--- src/include/sar_map.svh ---
// Constants for the converter readout: widths, codes and timing counts.
`ifndef SAR_MAP_SVH
`define SAR_MAP_SVH
`define SAR_RES_W          16
`define SAR_MSB            15
`define SAR_CODE_FS        16'hFFFF
`define SAR_CODE_ZS        16'h0000
`define SAR_CNT_W          12
`define SAR_FALL_W         5
`define SAR_FALLS_PLAIN    5'h10
`define SAR_FALLS_BUSY     5'h11
`define SAR_CLK_NS         8
`define SAR_CYC_UP(ns)     (((ns) + `SAR_CLK_NS - 1) / `SAR_CLK_NS)
`define SAR_CYC_DN(ns)     ((ns) / `SAR_CLK_NS)
`define SAR_TCONV_NS       1600
`define SAR_TCONV_MIN_NS   500
`define SAR_TCONV_MAX_NS   2200
`define SAR_TCONV_CYC      `SAR_CYC_UP(`SAR_TCONV_NS)
`define SAR_TCONV_MIN_CYC  `SAR_CYC_DN(`SAR_TCONV_MIN_NS)
`define SAR_TCONV_MAX_CYC  `SAR_CYC_UP(`SAR_TCONV_MAX_NS)
`define SAR_SEL_PULSE_CYC  4
`define SAR_SCK_HALF_CYC   8
`define SAR_BUSY_TO_CYC    64
`endif

--- src/include/sar_pkg.sv ---
// Types shared by both ends of the converter readout link.
`include "sar_map.svh"
package sar_pkg;
	typedef enum logic [2:0] {
		DEV_ACQ  = 3'b001,
		DEV_CONV = 3'b010,
		DEV_READ = 3'b100
	} sar_dev_st_t;

	typedef enum logic [5:0] {
		H_IDLE = 6'b000001,
		H_CONV = 6'b000010,
		H_WAIT = 6'b000100,
		H_SEL  = 6'b001000,
		H_CLK  = 6'b010000,
		H_END  = 6'b100000
	} sar_host_st_t;

	typedef struct packed {
		sar_dev_st_t              st;
		logic                     cs_m;
		logic                     cs_s;
		logic                     cs_p;
		logic                     si_m;
		logic                     si_s;
		logic                     si_p;
		logic                     sck_m;
		logic                     sck_s;
		logic                     sck_p;
		logic                     chain;
		logic                     busy_en;
		logic [`SAR_CNT_W-1:0]    cnt;
		logic [`SAR_RES_W-1:0]    sh;
		logic [`SAR_FALL_W-1:0]   nfall;
		logic                     out;
		logic                     oe;
		logic                     acq;
		logic [`SAR_RES_W-1:0]    res;
		logic                     res_vld;
	} sar_dev_state_t;

	typedef struct packed {
		sar_host_st_t             st;
		logic                     sdo_m;
		logic                     sdo_s;
		logic                     four;
		logic                     busy;
		logic                     cs;
		logic                     si;
		logic                     sck;
		logic [`SAR_CNT_W-1:0]    cnt;
		logic [`SAR_FALL_W-1:0]   nb;
		logic [`SAR_RES_W:0]      sh;
		logic [`SAR_RES_W-1:0]    data;
		logic                     vld;
		logic                     tout;
		logic                     run;
	} sar_host_state_t;
endpackage

--- src/include/sar_link_if.sv ---
// Serial link between the converter and its host, with the pull-up on the data line.
`timescale 1ns/100ps
interface sar_link_if;
	logic convert_strobe;
	logic serial_in;
	logic serial_clock;
	logic serial_out;
	logic serial_out_oe;
	logic serial_out_line;

	// A released line floats high through the pull-up, which is what makes the busy bit visible.
	assign serial_out_line = serial_out_oe ? serial_out : 1'b1;

	modport dev (
		input  convert_strobe,
		input  serial_in,
		input  serial_clock,
		output serial_out,
		output serial_out_oe
	);

	modport host (
		output convert_strobe,
		output serial_in,
		output serial_clock,
		input  serial_out_line
	);
endinterface

--- src/core/sar_dev.sv ---
// Converter end: mode selection, conversion timing and serial readout.
//
// What this block does
// - Strobe rise samples serial_in, selects mode.
// - Tied serial_in and strobe always give chain.
// - Select mode busy if strobe/serial_in low.
// - Chain mode busy if clock high.
// - Host without busy waits maximum conversion time.
// - Select-mode conversion start releases serial_out immediately.
// - Conversion always completes, strobe ignored meanwhile.
// - Conversion end returns to powered-down acquisition.
// - 3-wire no busy: strobe high again timely.
// - 3-wire no busy: MSB on strobe fall.
// - Bit held across both clock edges.
// - 3-wire no busy: release at 16th fall.
// - 3-wire busy: hidden until done, strobe low.
// - Select-mode busy: drive low when conversion completes; chain busy drives high.
// - 3-wire busy: shift MSB first, release 17th.
// - 4-wire: host keeps strobe high throughout.
// - 4-wire: both lines low drives output low.
// - 4-wire no busy: serial_in high timely.
// - 4-wire no busy: serial_in low starts read.
// - Host avoids selecting several converters together.
// - Internal counter times conversion, no clock needed.
// - Straight binary result saturates at range ends.
`timescale 1ns/100ps
`include "sar_map.svh"
module sar_dev #(
	parameter int unsigned CONV_CYCLES = `SAR_TCONV_CYC
) (
	input  wire logic                   clk,
	input  wire logic                   sys_rst,
	sar_link_if.dev                     link,
	input  wire logic [`SAR_RES_W-1:0]  sample_code,
	input  wire logic                   over_range,
	input  wire logic                   under_range,
	output logic      [`SAR_RES_W-1:0]  result_q,
	output logic                        result_valid_q,
	output logic                        acquiring_q,
	output logic                        converting_q
);

	////////////////////////////////////////////////////////////////////////////
	// Parameter check.

	generate
		if (CONV_CYCLES < 1 || CONV_CYCLES > 4095) begin : g_bad
			$error("Conversion cycle count out of range.");
		end
		// The bit counter must reach the release count of a busy read.
		if (`SAR_FALLS_BUSY >= (1 << `SAR_FALL_W) || `SAR_MSB + 1 != `SAR_RES_W) begin : g_bad_w
			$error("Bit counter or result width does not fit.");
		end
	endgenerate

	////////////////////////////////////////////////////////////////////////////
	// State.

	sar_pkg::sar_dev_state_t q;
	sar_pkg::sar_dev_state_t d;

	logic                  cs_rise;
	logic                  cs_fall;
	logic                  sck_fall;
	logic                  sel_now;
	logic                  sel_prev;
	logic                  sel_on;
	logic                  sel_off;
	logic [`SAR_RES_W-1:0] code_sat;
	logic [`SAR_FALL_W-1:0] nfall_inc;
	logic [`SAR_FALL_W-1:0] fall_lim;

	// Edges are taken from the second and third stage only, never the first.
	assign cs_rise   = q.cs_s & ~q.cs_p;
	assign cs_fall   = ~q.cs_s & q.cs_p;
	assign sck_fall  = ~q.sck_s & q.sck_p;
	assign sel_now   = ~(q.cs_s & q.si_s);
	assign sel_prev  = ~(q.cs_p & q.si_p);
	assign sel_on    = sel_now & ~sel_prev;
	assign sel_off   = ~sel_now & sel_prev;
	assign nfall_inc = q.nfall + `SAR_FALL_W'(1);
	assign fall_lim  = q.busy_en ? `SAR_FALLS_BUSY : `SAR_FALLS_PLAIN;

	// The analog side reports range overflow separately; the code is clamped here.
	assign code_sat = over_range ? `SAR_CODE_FS : (under_range ? `SAR_CODE_ZS : sample_code);

	////////////////////////////////////////////////////////////////////////////
	// Next state.

	always_comb begin
		d = q;
		d.cs_m    = link.convert_strobe;
		d.cs_s    = q.cs_m;
		d.cs_p    = q.cs_s;
		d.si_m    = link.serial_in;
		d.si_s    = q.si_m;
		d.si_p    = q.si_s;
		d.sck_m   = link.serial_clock;
		d.sck_s   = q.sck_m;
		d.sck_p   = q.sck_s;
		d.res_vld = 1'b0;
		if (q.st != sar_pkg::DEV_CONV && cs_rise) begin
			// The level one cycle before the strobe edge decides, so a tied line reads low.
			d.st      = sar_pkg::DEV_CONV;
			d.chain   = ~q.si_p;
			d.busy_en = q.sck_p;
			d.cnt     = '0;
			d.nfall   = '0;
			d.oe      = 1'b0;
			d.out     = 1'b0;
			d.acq     = 1'b0;
		end else begin
			unique case (q.st)
				sar_pkg::DEV_ACQ: begin
					// Both lines low claims the shared line and pulls it low.
					d.oe  = ~q.cs_s & ~q.si_s;
					d.out = 1'b0;
				end
				sar_pkg::DEV_CONV: begin
					// Only the internal counter ends a conversion; strobe edges are not looked at.
					d.cnt = q.cnt + `SAR_CNT_W'(1);
					if (q.cnt == `SAR_CNT_W'(CONV_CYCLES - 1)) begin
						d.st      = sar_pkg::DEV_READ;
						d.acq     = 1'b1;
						d.res     = code_sat;
						d.sh      = code_sat;
						d.res_vld = 1'b1;
						d.nfall   = '0;
						if (q.chain) begin
							d.oe  = 1'b1;
							d.out = q.busy_en ? 1'b1 : code_sat[`SAR_MSB];
							if (!q.busy_en) begin
								d.sh = {code_sat[`SAR_MSB-1:0], 1'b0};
							end
						end else begin
							// Select mode reads the busy request from the lines as they stand at the last count.
							d.busy_en = ~q.cs_s | ~q.si_s;
							d.oe      = ~q.cs_s | ~q.si_s;
							d.out     = 1'b0;
						end
					end
				end
				sar_pkg::DEV_READ: begin
					// A read that loses its clock simply waits here; the next strobe rise restarts.
					if (q.chain) begin
						if (cs_fall) begin
							d.oe = 1'b0;
							d.st = sar_pkg::DEV_ACQ;
						end else if (sck_fall) begin
							d.out = q.sh[`SAR_MSB];
							d.sh  = {q.sh[`SAR_MSB-1:0], q.si_s};
						end
					end else if (sel_off) begin
						// Deselect ends the read at once, whatever the bit count.
						d.oe = 1'b0;
						d.st = sar_pkg::DEV_ACQ;
					end else if (sel_on && !q.busy_en && !q.oe && q.nfall == '0) begin
						// The shifter moves on here, so the first falling edge already shows the second bit.
						d.oe  = 1'b1;
						d.out = q.sh[`SAR_MSB];
						d.sh  = {q.sh[`SAR_MSB-1:0], 1'b0};
					end else if (sck_fall && q.oe) begin
						// A bit changes only after a falling edge, so it is stable over a whole period.
						d.nfall = nfall_inc;
						if (nfall_inc == fall_lim) begin
							d.oe = 1'b0;
							d.st = sar_pkg::DEV_ACQ;
						end else begin
							d.out = q.sh[`SAR_MSB];
							d.sh  = {q.sh[`SAR_MSB-1:0], 1'b0};
						end
					end
				end
				default: begin
					d.st = sar_pkg::DEV_ACQ;
					d.oe = 1'b0;
				end
			endcase
		end
	end

	always_ff @(posedge clk or posedge sys_rst) begin
		if (sys_rst) begin
			// Sync stages reset to the idle pin levels, so no false strobe edge or selection follows reset.
			q       <= '0;
			q.st    <= sar_pkg::DEV_ACQ;
			q.acq   <= 1'b1;
			q.cs_s  <= 1'b0;
			q.si_s  <= 1'b1;
			q.si_m  <= 1'b1;
			q.si_p  <= 1'b1;
		end else begin
			q <= d;
		end
	end

	////////////////////////////////////////////////////////////////////////////
	// Outputs.

	assign link.serial_out    = q.out;
	assign link.serial_out_oe = q.oe;
	assign result_q           = q.res;
	assign result_valid_q     = q.res_vld;
	assign acquiring_q        = q.acq;
	// The one-hot conversion bit is a flop of its own, so no decode sits on the output.
	assign converting_q       = q.st[1];

endmodule

--- src/flat_wrapper.sv ---
// flat-port wrapper written by rule: the top's interface ports become plain ports
module sar_dev_flat 
#(
	parameter int unsigned CONV_CYCLES = `SAR_TCONV_CYC
)
  (clk, sys_rst, sample_code, over_range, under_range, result_q, result_valid_q, acquiring_q, converting_q, link_convert_strobe, link_serial_in, link_serial_clock, link_serial_out, link_serial_out_oe);
  sar_link_if link_i ();
  input  wire logic clk;
  input  wire logic sys_rst;
  input  wire logic [`SAR_RES_W-1:0] sample_code;
  input  wire logic over_range;
  input  wire logic under_range;
  output logic      [`SAR_RES_W-1:0] result_q;
  output logic result_valid_q;
  output logic acquiring_q;
  output logic converting_q;
  input wire logic [$bits(link_i.convert_strobe)-1:0] link_convert_strobe;
  input wire logic [$bits(link_i.serial_in)-1:0] link_serial_in;
  input wire logic [$bits(link_i.serial_clock)-1:0] link_serial_clock;
  output wire logic [$bits(link_i.serial_out)-1:0] link_serial_out;
  output wire logic [$bits(link_i.serial_out_oe)-1:0] link_serial_out_oe;
  assign link_i.convert_strobe = link_convert_strobe;
  assign link_i.serial_in = link_serial_in;
  assign link_i.serial_clock = link_serial_clock;
  assign link_serial_out = link_i.serial_out;
  assign link_serial_out_oe = link_i.serial_out_oe;
  sar_dev #(.CONV_CYCLES(CONV_CYCLES)) u_core (.clk(clk), .sys_rst(sys_rst), .link(link_i), .sample_code(sample_code), .over_range(over_range), .under_range(under_range), .result_q(result_q), .result_valid_q(result_valid_q), .acquiring_q(acquiring_q), .converting_q(converting_q));
endmodule
--- config.mk ---
export PLATFORM = sky130hd
export DESIGN_NAME = sar_dev_flat
export DESIGN_NICKNAME = d
export VERILOG_FILES = /design/src/include/sar_pkg.sv /design/src/include/sar_link_if.sv /design/src/core/sar_dev.sv /design/src/flat_wrapper.sv
export VERILOG_INCLUDE_DIRS = /design/src /design/src/include
export SDC_FILE = /design/constraint.sdc
export NUM_CORES = 1
export LEC_CHECK = 0
export BUFFER_PORTS_ARGS = -buffer_cell sky130_fd_sc_hd__clkbuf_2
export CORE_MARGIN = 3
export CORE_UTILIZATION = 55
export DETAILED_ROUTE_END_ITERATION = 10
export PLACE_DENSITY = 0.87
export SYNTH_ARGS = -nofsm -noshare
export SYNTH_HDL_FRONTEND = slang
export SYNTH_SLANG_ARGS = --single-unit
--- constraint.sdc ---
create_clock -name clk -period 3.54 [get_ports clk]
set_clock_uncertainty 0.1 [all_clocks]
set_input_delay 0.354 -clock clk [delete_from_list [all_inputs] [get_ports clk]]
set_output_delay 0.354 -clock clk [all_outputs]
set_load 0.005 [all_outputs]
==> results of run 1 <==
-- sequential cells by signal (all words and copies together), names as in the netlist --
signal / flops
u_core.d: 6
u_core.q: 40
u_core.result_valid_q: 1
u_core.link.serial_out: 1
u_core.link.serial_out_oe: 1
u_core.converting_q: 1
u_core.acquiring_q: 1
u_core.result_q: 16
-- Yosys cell counts, drive strengths merged, types with 2 or more instances --
cell	count
nor3	6
ha	3
buf	23
a21oi	40
xnor2	2
nand3	8
xor2	2
or3b	2
nor2b	5
nor2	24
or4	3
inv	7
a21o	2
nand4	8
dfrtp	62
nand3b	2
a2bb2oi	15
a31oi	2
nor3b	2
o21ai	54
mux2i	3
nand2b	5
and3	5
o31ai	2
a211oi	2
o211ai	2
nand2	88
clkbuf	16
dfstp	5
-- per-layer routing --
| metal | vias to the layer above | track usage (%) | share of wire, % |
|---|---|---|---|
| li1 | 1462 | - | - |
| met1 | 1436 | 28.1 | 44 |
| met2 | 132 | 35.5 | 47 |
| met3 | 20 | 7.41 | 6.8 |
| met4 | 0 | 7.65 | 1.9 |
| met5 | - | 0 | 0 |
-- power groups by stage --
stage	Combinational (mW)	Clock, mW	Sequential, mW
after floorplan	0.243	0	0.842
after global placement	0.301	0	0.856
after detailed placement	0.307	0	0.859
after CTS	0.311	0.618	0.846
after global routing	0.350	0.660	0.854
final	0.314	0.609	0.846
-- cell families after synthesis --
logic type      after synthesis  synth area share, %
buf+inv                      46                 7.50
fa+ha+maj                     3                 1.05
flops                        67                 46.9
compound gates              126                 21.6
xor+xnor                      4                0.977
mux                           4                 1.15
simple gates                162                 20.8
-- cell type report --
class | instances | area, um2 | share of cell area [%]
tap | 75 | 93.8 | 2.40
multi-input combinational | 299 | 1640 | 42.0
sequential | 67 | 1680 | 43.0
inverter | 7 | 26.3 | 0.672
clock buffer | 15 | 186 | 4.77
timing repair buffer | 50 | 273 | 6.98
clock inverter | 1 | 7.51 | 0.192
-- worst paths after layout --
check                                    startpoint                                  to  cells after the start
setup / recovery           u_core.q[66]$_DFFE_PP0P_  u_core.link.serial_out$_DFFE_PP0P_                      7
hold / removal                  link_convert_strobe              u_core.d[62]$_DFF_PP0_                      1
setup reg to reg           u_core.q[66]$_DFFE_PP0P_  u_core.link.serial_out$_DFFE_PP0P_                      7
hold reg to reg              u_core.d[62]$_DFF_PP0_              u_core.d[61]$_DFF_PP0_                      0
max in group asynchronous                   sys_rst      u_core.acquiring_q$_DFFE_PP1P_                      3
min in group asynchronous                   sys_rst     u_core.result_q[11]$_DFFE_PP0P_                      2
-- metrics by stage --
stage | power [mW] | hold WS, ns | std cells | cell area (um2) | setup slack (ns)
2_1_floorplan | 1.09 | 0.231 | 412 | 3590 | 1.41
3_3_place_gp | 1.16 | 0.235 | 496 | 3700 | 1.08
3_5_place_dp | 1.17 | 0.246 | 496 | 3700 | 1.00
4_1_cts | 1.77 | 0.00572 | 513 | 3900 | 0.988
5_1_grt | 1.86 | 0.00161 | 514 | 3910 | 0.779
6_report | 1.77 | 0.0238 | 514 | 3910 | 1.00
-- worst register-to-register path, delay by kind of cell (launching register included) --
kind,cells,cell delay (ns)
AO/OA/AOI/OAI,2,0.32
buffers and inverters,1,0.25
flip-flops,1,0.45
AND/OR/NAND/NOR,3,1.21
multiplexers,1,0.15
-- layout by cell type, fill, tap and decap left out, types with 3 or more instances in the layout --
master / n
nand2b_1: 5
dfrtp_1: 62
a21oi_1: 40
clkbuf_8: 13
and3_1: 4
nor3_1: 6
nand3_1: 8
mux2i_1: 3
nand2_1: 88
nand4_1: 8
a2bb2oi_1: 15
clkbuf_2: 43
nor2_1: 24
o21ai_0: 41
nor2b_1: 5
buf_4: 5
o21ai_2: 5
o21ai_1: 8
dfstp_2: 5
inv_1: 6
ha_1: 3
-- what timing repair did --
action                                 4_1_cts  5_1_grt
endpoints found under the hold margin        1        1
setup endpoints to repair                    0        0
hold buffers                                 1        1
==> results.md, run 1 <==
- Wire length after detailed routing: 7.74 mm
- Total Routing Usage GR: 22.2%
- Routed vias: just over 3000
- Max cap viols: 0
- Hold WC Path Type: input port to flip-flop
- Status: complete, no violations
- Die Area: around 0.0075 mm2
- Post-CTS sizing: 0
- Net Sw Power: 525 uW
- Clk pin slew, worst setup/hold paths: 0.06 ns
- CP Cell Sequence: or3b_1, or4_1, buf_4, a211oi_1, a21oi_1, nor2_1, mux2_2
- Critical Path RT: 3.72 ns
- Fin Setup TNS: 0 ns
- Initial antenna violation count: 0
- Grt ovf: 0
- Slew Limit Fails: 0
- Reg2reg setup slack: approximately 1 ns
- CP Class: flip-flop to flip-flop
- Slew of the pin with the lowest slew margin: 1.06 ns
- Clk Latency, worst-skew pair: roughly 0.35 ns
- Setup crit end kind: flip-flop
- Num rows: 28
- Filler Cell Count: 497
- Final ANT Viol Nets: 0
- CTS H-tree depth: 3
- Post-DP HPWL: around 5.3 mm
- CP max FO: 39
- Io pins: 44
- Final-report hold violation count: 0
- Synth top area share: 43.3%
- Starting DRT DRC Count: slightly above 300
- Register area share after synthesis: 46.9%
- CTS Buffer Depth: 2
- Clock Power Share: about a third
- Startpoint Class: flip-flop
- Mapped cell area: 0.00359 mm2
- Period Utilization, post-route: 71.7%
- Buf+Inv Stages, Crit Path: 1
- Sw Ratio: 29.6%
- Cell class contributing the biggest share of worst-path delay: simple AND/OR/NAND/NOR gates
- Die height: 86.8 um
- Slowest cell on the critical path: or4_1
- P_int: roughly 1.2 mW
- Pwr/cell area: approximately 450 mW/mm2
- CTS buffer count: 9
- Pleak: 1.80 nW
- Post-synth top area cell: dfrtp_1
- Pin count of the biggest net entering global routing: 55
- Reg power frac: 47.8%
- First-pass GRT wire length: 13.1 mm
- RSZ-0062 raised after global routing: false
- Clk sink count: 67
- Drt first pass iters: 5
- Peak VDD IR: 317 uV
- Vias in the first global route: around 2900
- DRC Markers: 0
- # Post-CTS Setup Buffers: 0
- Fin crit period: 2.54 ns
- Slowest stage delay, CP: 0.57 ns
- Ys Warns: 0
- Primary FF master, synth: dfrtp_1
- IO buf count: 43
- Layout cells sized above 1: between 10% and 20%
- Via density: ~5.9
- Avg Inst Size Synth: 8.71 um2
- Final RePlAce weighted congestion: ~0.9
- Combinational share of power: 17.7%
- Post-synth EDFFs: 0
- Ranking of synthesized cells by area: dfrtp_1 43%, nand2_1 9.2%, o21ai_0 5.7%, a21oi_1 5.6%, a2bb2oi_1 3.7%
- Starting Density: 58.5%
- Die width: 86.8 um
- Antenna diodes: 0
- Synthesized Nets: 438
- Avg WL per Cell: roughly 15 um
- Util after Layout: 63.8%
- Post-synthesis instance total: 412
- FMAX: 394 MHz
- Synth cell types: 52
- CTS tree: yes
- # setup viols final: 0
- Async SR Flop Fraction: 100%
- #FFs+latches synth: 67
- Clk root buf: clkbuf_8
- Arr. time, crit path: 2.72 ns
- Core footprint: between 0.006 and 0.007 mm2
- Nets: 460
- Slew HR: between 20% and 30%
- Area grow syn2layout: 9.00%
Note: power is estimated with default switching activity, not from simulation.
==> run 2: changes to the inputs <==
==> constraint.sdc (replaced) <==
create_clock -name clk -period 2.4 [get_ports clk]
set_clock_uncertainty 0.1 [all_clocks]
set_input_delay 0.24 -clock clk [delete_from_list [all_inputs] [get_ports clk]]
set_output_delay 0.24 -clock clk [all_outputs]
set_load 0.005 [all_outputs]
==> run 2 against run 1 <==
Sequential power grew 48%. Non-clock buffer count grew 10. Hold slack gained 0.084 ns. Cell area grew 3.4%. Register-to-register slack lost 0.92 ns. Largest power group unchanged.
==> results.md, run 2 (same netlist as run 1, synthesis figures left out) <==
- Nets: 470 (+2.2%)
- # Post-CTS Setup Buffers: 0 (unchanged)
- CP max FO: 8 (-79%)
- FMAX: 432 MHz (+9.6%)
- Reg2Reg Depth: 6 (-1)
- M1 WL: 3.32 mm (-2.6%)
- Peak VDD IR: 429 uV (+35%)
- Met2 wire length: 3.66 mm (about the same)
- Wire length after detailed routing: 7.82 mm (+0.94%)
- Clk Latency, worst-skew pair: 0.35 ns (about the same)
- CP Class: flip-flop to flip-flop
- Via density: 5.91 (-0.46%)
- # setup viols final: 0 (unchanged)
- Total Routing Usage GR: 22.4% (+0.27 points)
- IO buf count: 43 (unchanged)
- Initial antenna violation count: 0 (unchanged)
- Starting Density: 58.5% (unchanged)
- Largest Register: u_core.q
- Avg WL per Cell: 14.9 um (-0.98%)
- DRC Markers: 0 (unchanged)
- Clk sink count: 67 (unchanged)
- Vias in the first global route: 2974 (+4.2%)
- Final worst slack: 0.0840 ns (-0.917 ns)
- Post-DP HPWL: 5.32 mm (+0.25%)
- Commonest non-fill, non-tap cells in the layout: 88 x nand2_1, 62 x dfrtp_1, 43 x clkbuf_2
- Core footprint: 0.00613 mm2 (unchanged)
- Die Area: 0.00753 mm2 (unchanged)
- CTS H-tree depth: 3 (unchanged)
- Slew Limit Fails: 0 (unchanged)
- Hold WS: 0.108 ns (+0.0841 ns)
- First-pass GRT wire length: 13.3 mm (+1.9%)
- Reg2reg end: u_core.link.serial_out$_DFFE_PP0P_
- Util after Layout: 65.9% (+2.2 points)
- Final RePlAce weighted congestion: 0.908 (-0.86%)
- Drt first pass iters: 5 (unchanged)
- Hold Path Origin: sample_code[7]
- Pre-CTS WS: 0.160 ns (-0.844 ns)
- Period Utilization, post-route: 96.5% (+25 points)
- Clk pin slew, worst setup/hold paths: 0.08 ns (+0.02 ns)
- Fin Setup TNS: 0 ns (unchanged)
- CTS buffer count: 9 (unchanged)
- Critical Path RT: 2.59 ns (-1.13 ns)
- Fin crit period: 2.32 ns (-0.223 ns)
- Startpoint Class: flip-flop
- RSZ-0062 raised after global routing: false
- Layout cells sized above 1: 20.7% (+2.0 points)
- Arr. time, crit path: 2.51 ns (-0.21 ns)
- CTS tree: yes
- Starting DRT DRC Count: 290 (-6.8%)
- Slew HR: 59.3% (+30 points)
- Max cap viols: 0 (unchanged)
- Num rows: 28 (unchanged)
- CTS Buffer Depth: 2 (unchanged)
- Setup crit end kind: flip-flop
- Min-Delay Endpoint: u_core.result_q[7]$_DFFE_PP0P_
- Worst flop-to-flop path startpoint: u_core.q[49]$_DFFE_PP0N_
- Die height: 86.8 um (unchanged)
- Pin count of the biggest net entering global routing: 40 (-27%)
- Die width: 86.8 um (unchanged)
- Slew of the pin with the lowest slew margin: 0.610 ns (-0.454 ns)
- Io pins: 44 (unchanged)
- Most common cell after layout, fill and taps aside: nand2_1
- Clk root buf: clkbuf_8
- Antenna diodes: 0 (unchanged)
- Status: complete, no violations
- Grt ovf: 0 (unchanged)
- Hold WC Path Type: input port to flip-flop
- Routed vias: 3095 (+1.5%)
- Uppermost routed layer: met4
- Max reg flops: 40 (unchanged)
- Area grow syn2layout: 12.7%
- Met3 routed wirelength: 682 um (+29%)
- Pwr/cell area: 687 mW/mm2 (+52%)
- Total Power: 2.78 mW (+57%)
- Pleak: 1.86 nW (+3.6%)
- Final ANT Viol Nets: 0 (unchanged)
- Reg2reg setup slack: 0.08 ns (-0.92 ns)
- Final-report hold violation count: 0 (unchanged)
- Worst hold path depth: 3 (+2)
[run 2: cell type report]
cell class | instances | area (um2)
well taps | 75 | 93.8
repair buffers | 60 | 378
fillers | 482 | 2090
clock buffers | 9 | 124
inverters | 7 | 26.3
multi-input cells | 299 | 1650
flip-flops and latches | 67 | 1680
clock inverters | 7 | 92.6
[run 2: worst max-delay path, stage by stage (launching register included)]
cell      delay [ns]
dfrtp_1         0.41
or4_4           0.57
or4_1           0.57
a211oi_1        0.31
a21oi_1         0.07
nor2_1          0.09
mux2_2          0.14
[run 2: where the power goes]
part | switching (mW) | total (mW) | internal (mW)
logic | 0.307 | 0.498 | 0.191
registers | 0.0669 | 1.25 | 1.18
clock network | 0.448 | 1.03 | 0.580
[run 2: how the worst max path moves through the flow]
| stage | to | start | cells after the start |
|---|---|---|---|
| after floorplan | u_core.q[53]$_DFFE_PP0P_ | u_core.q[66]$_DFFE_PP0P_ | 6 |
| after global placement | u_core.link.serial_out_oe$_DFFE_PP0P_ | u_core.q[20]$_DFFE_PP0P_ | 6 |
| after detailed placement | u_core.link.serial_out$_DFFE_PP0P_ | u_core.q[49]$_DFFE_PP0N_ | 6 |
| after CTS | u_core.link.serial_out$_DFFE_PP0P_ | u_core.q[49]$_DFFE_PP0N_ | 6 |
| after global routing | u_core.link.serial_out$_DFFE_PP0P_ | u_core.q[50]$_DFFE_PP0N_ | 6 |
| final | u_core.link.serial_out$_DFFE_PP0P_ | u_core.q[49]$_DFFE_PP0N_ | 6 |
[run 2: routing by layer]
layer / vias up / global-route usage [%]
li1: 1482 / -
met1: 1439 / 28.4
met2: 157 / 35.8
met3: 17 / 5.80
met4: 0 / 10.6
met5: - / 0
[run 2: repair_timing]
action / in CTS / in global routing
resized for setup: 0 / 1
hold buffers: 4 / 0
endpoints found under the setup margin: 0 / 9
endpoints found under the hold margin: 27 / 0
[run 2: per-stage QoR]
step,std cells,cell area (um2)
3_3_place_gp,504,3780
2_1_floorplan,412,3590
6_report,524,4040
3_5_place_dp,504,3780
5_1_grt,524,4040
4_1_cts,524,4040
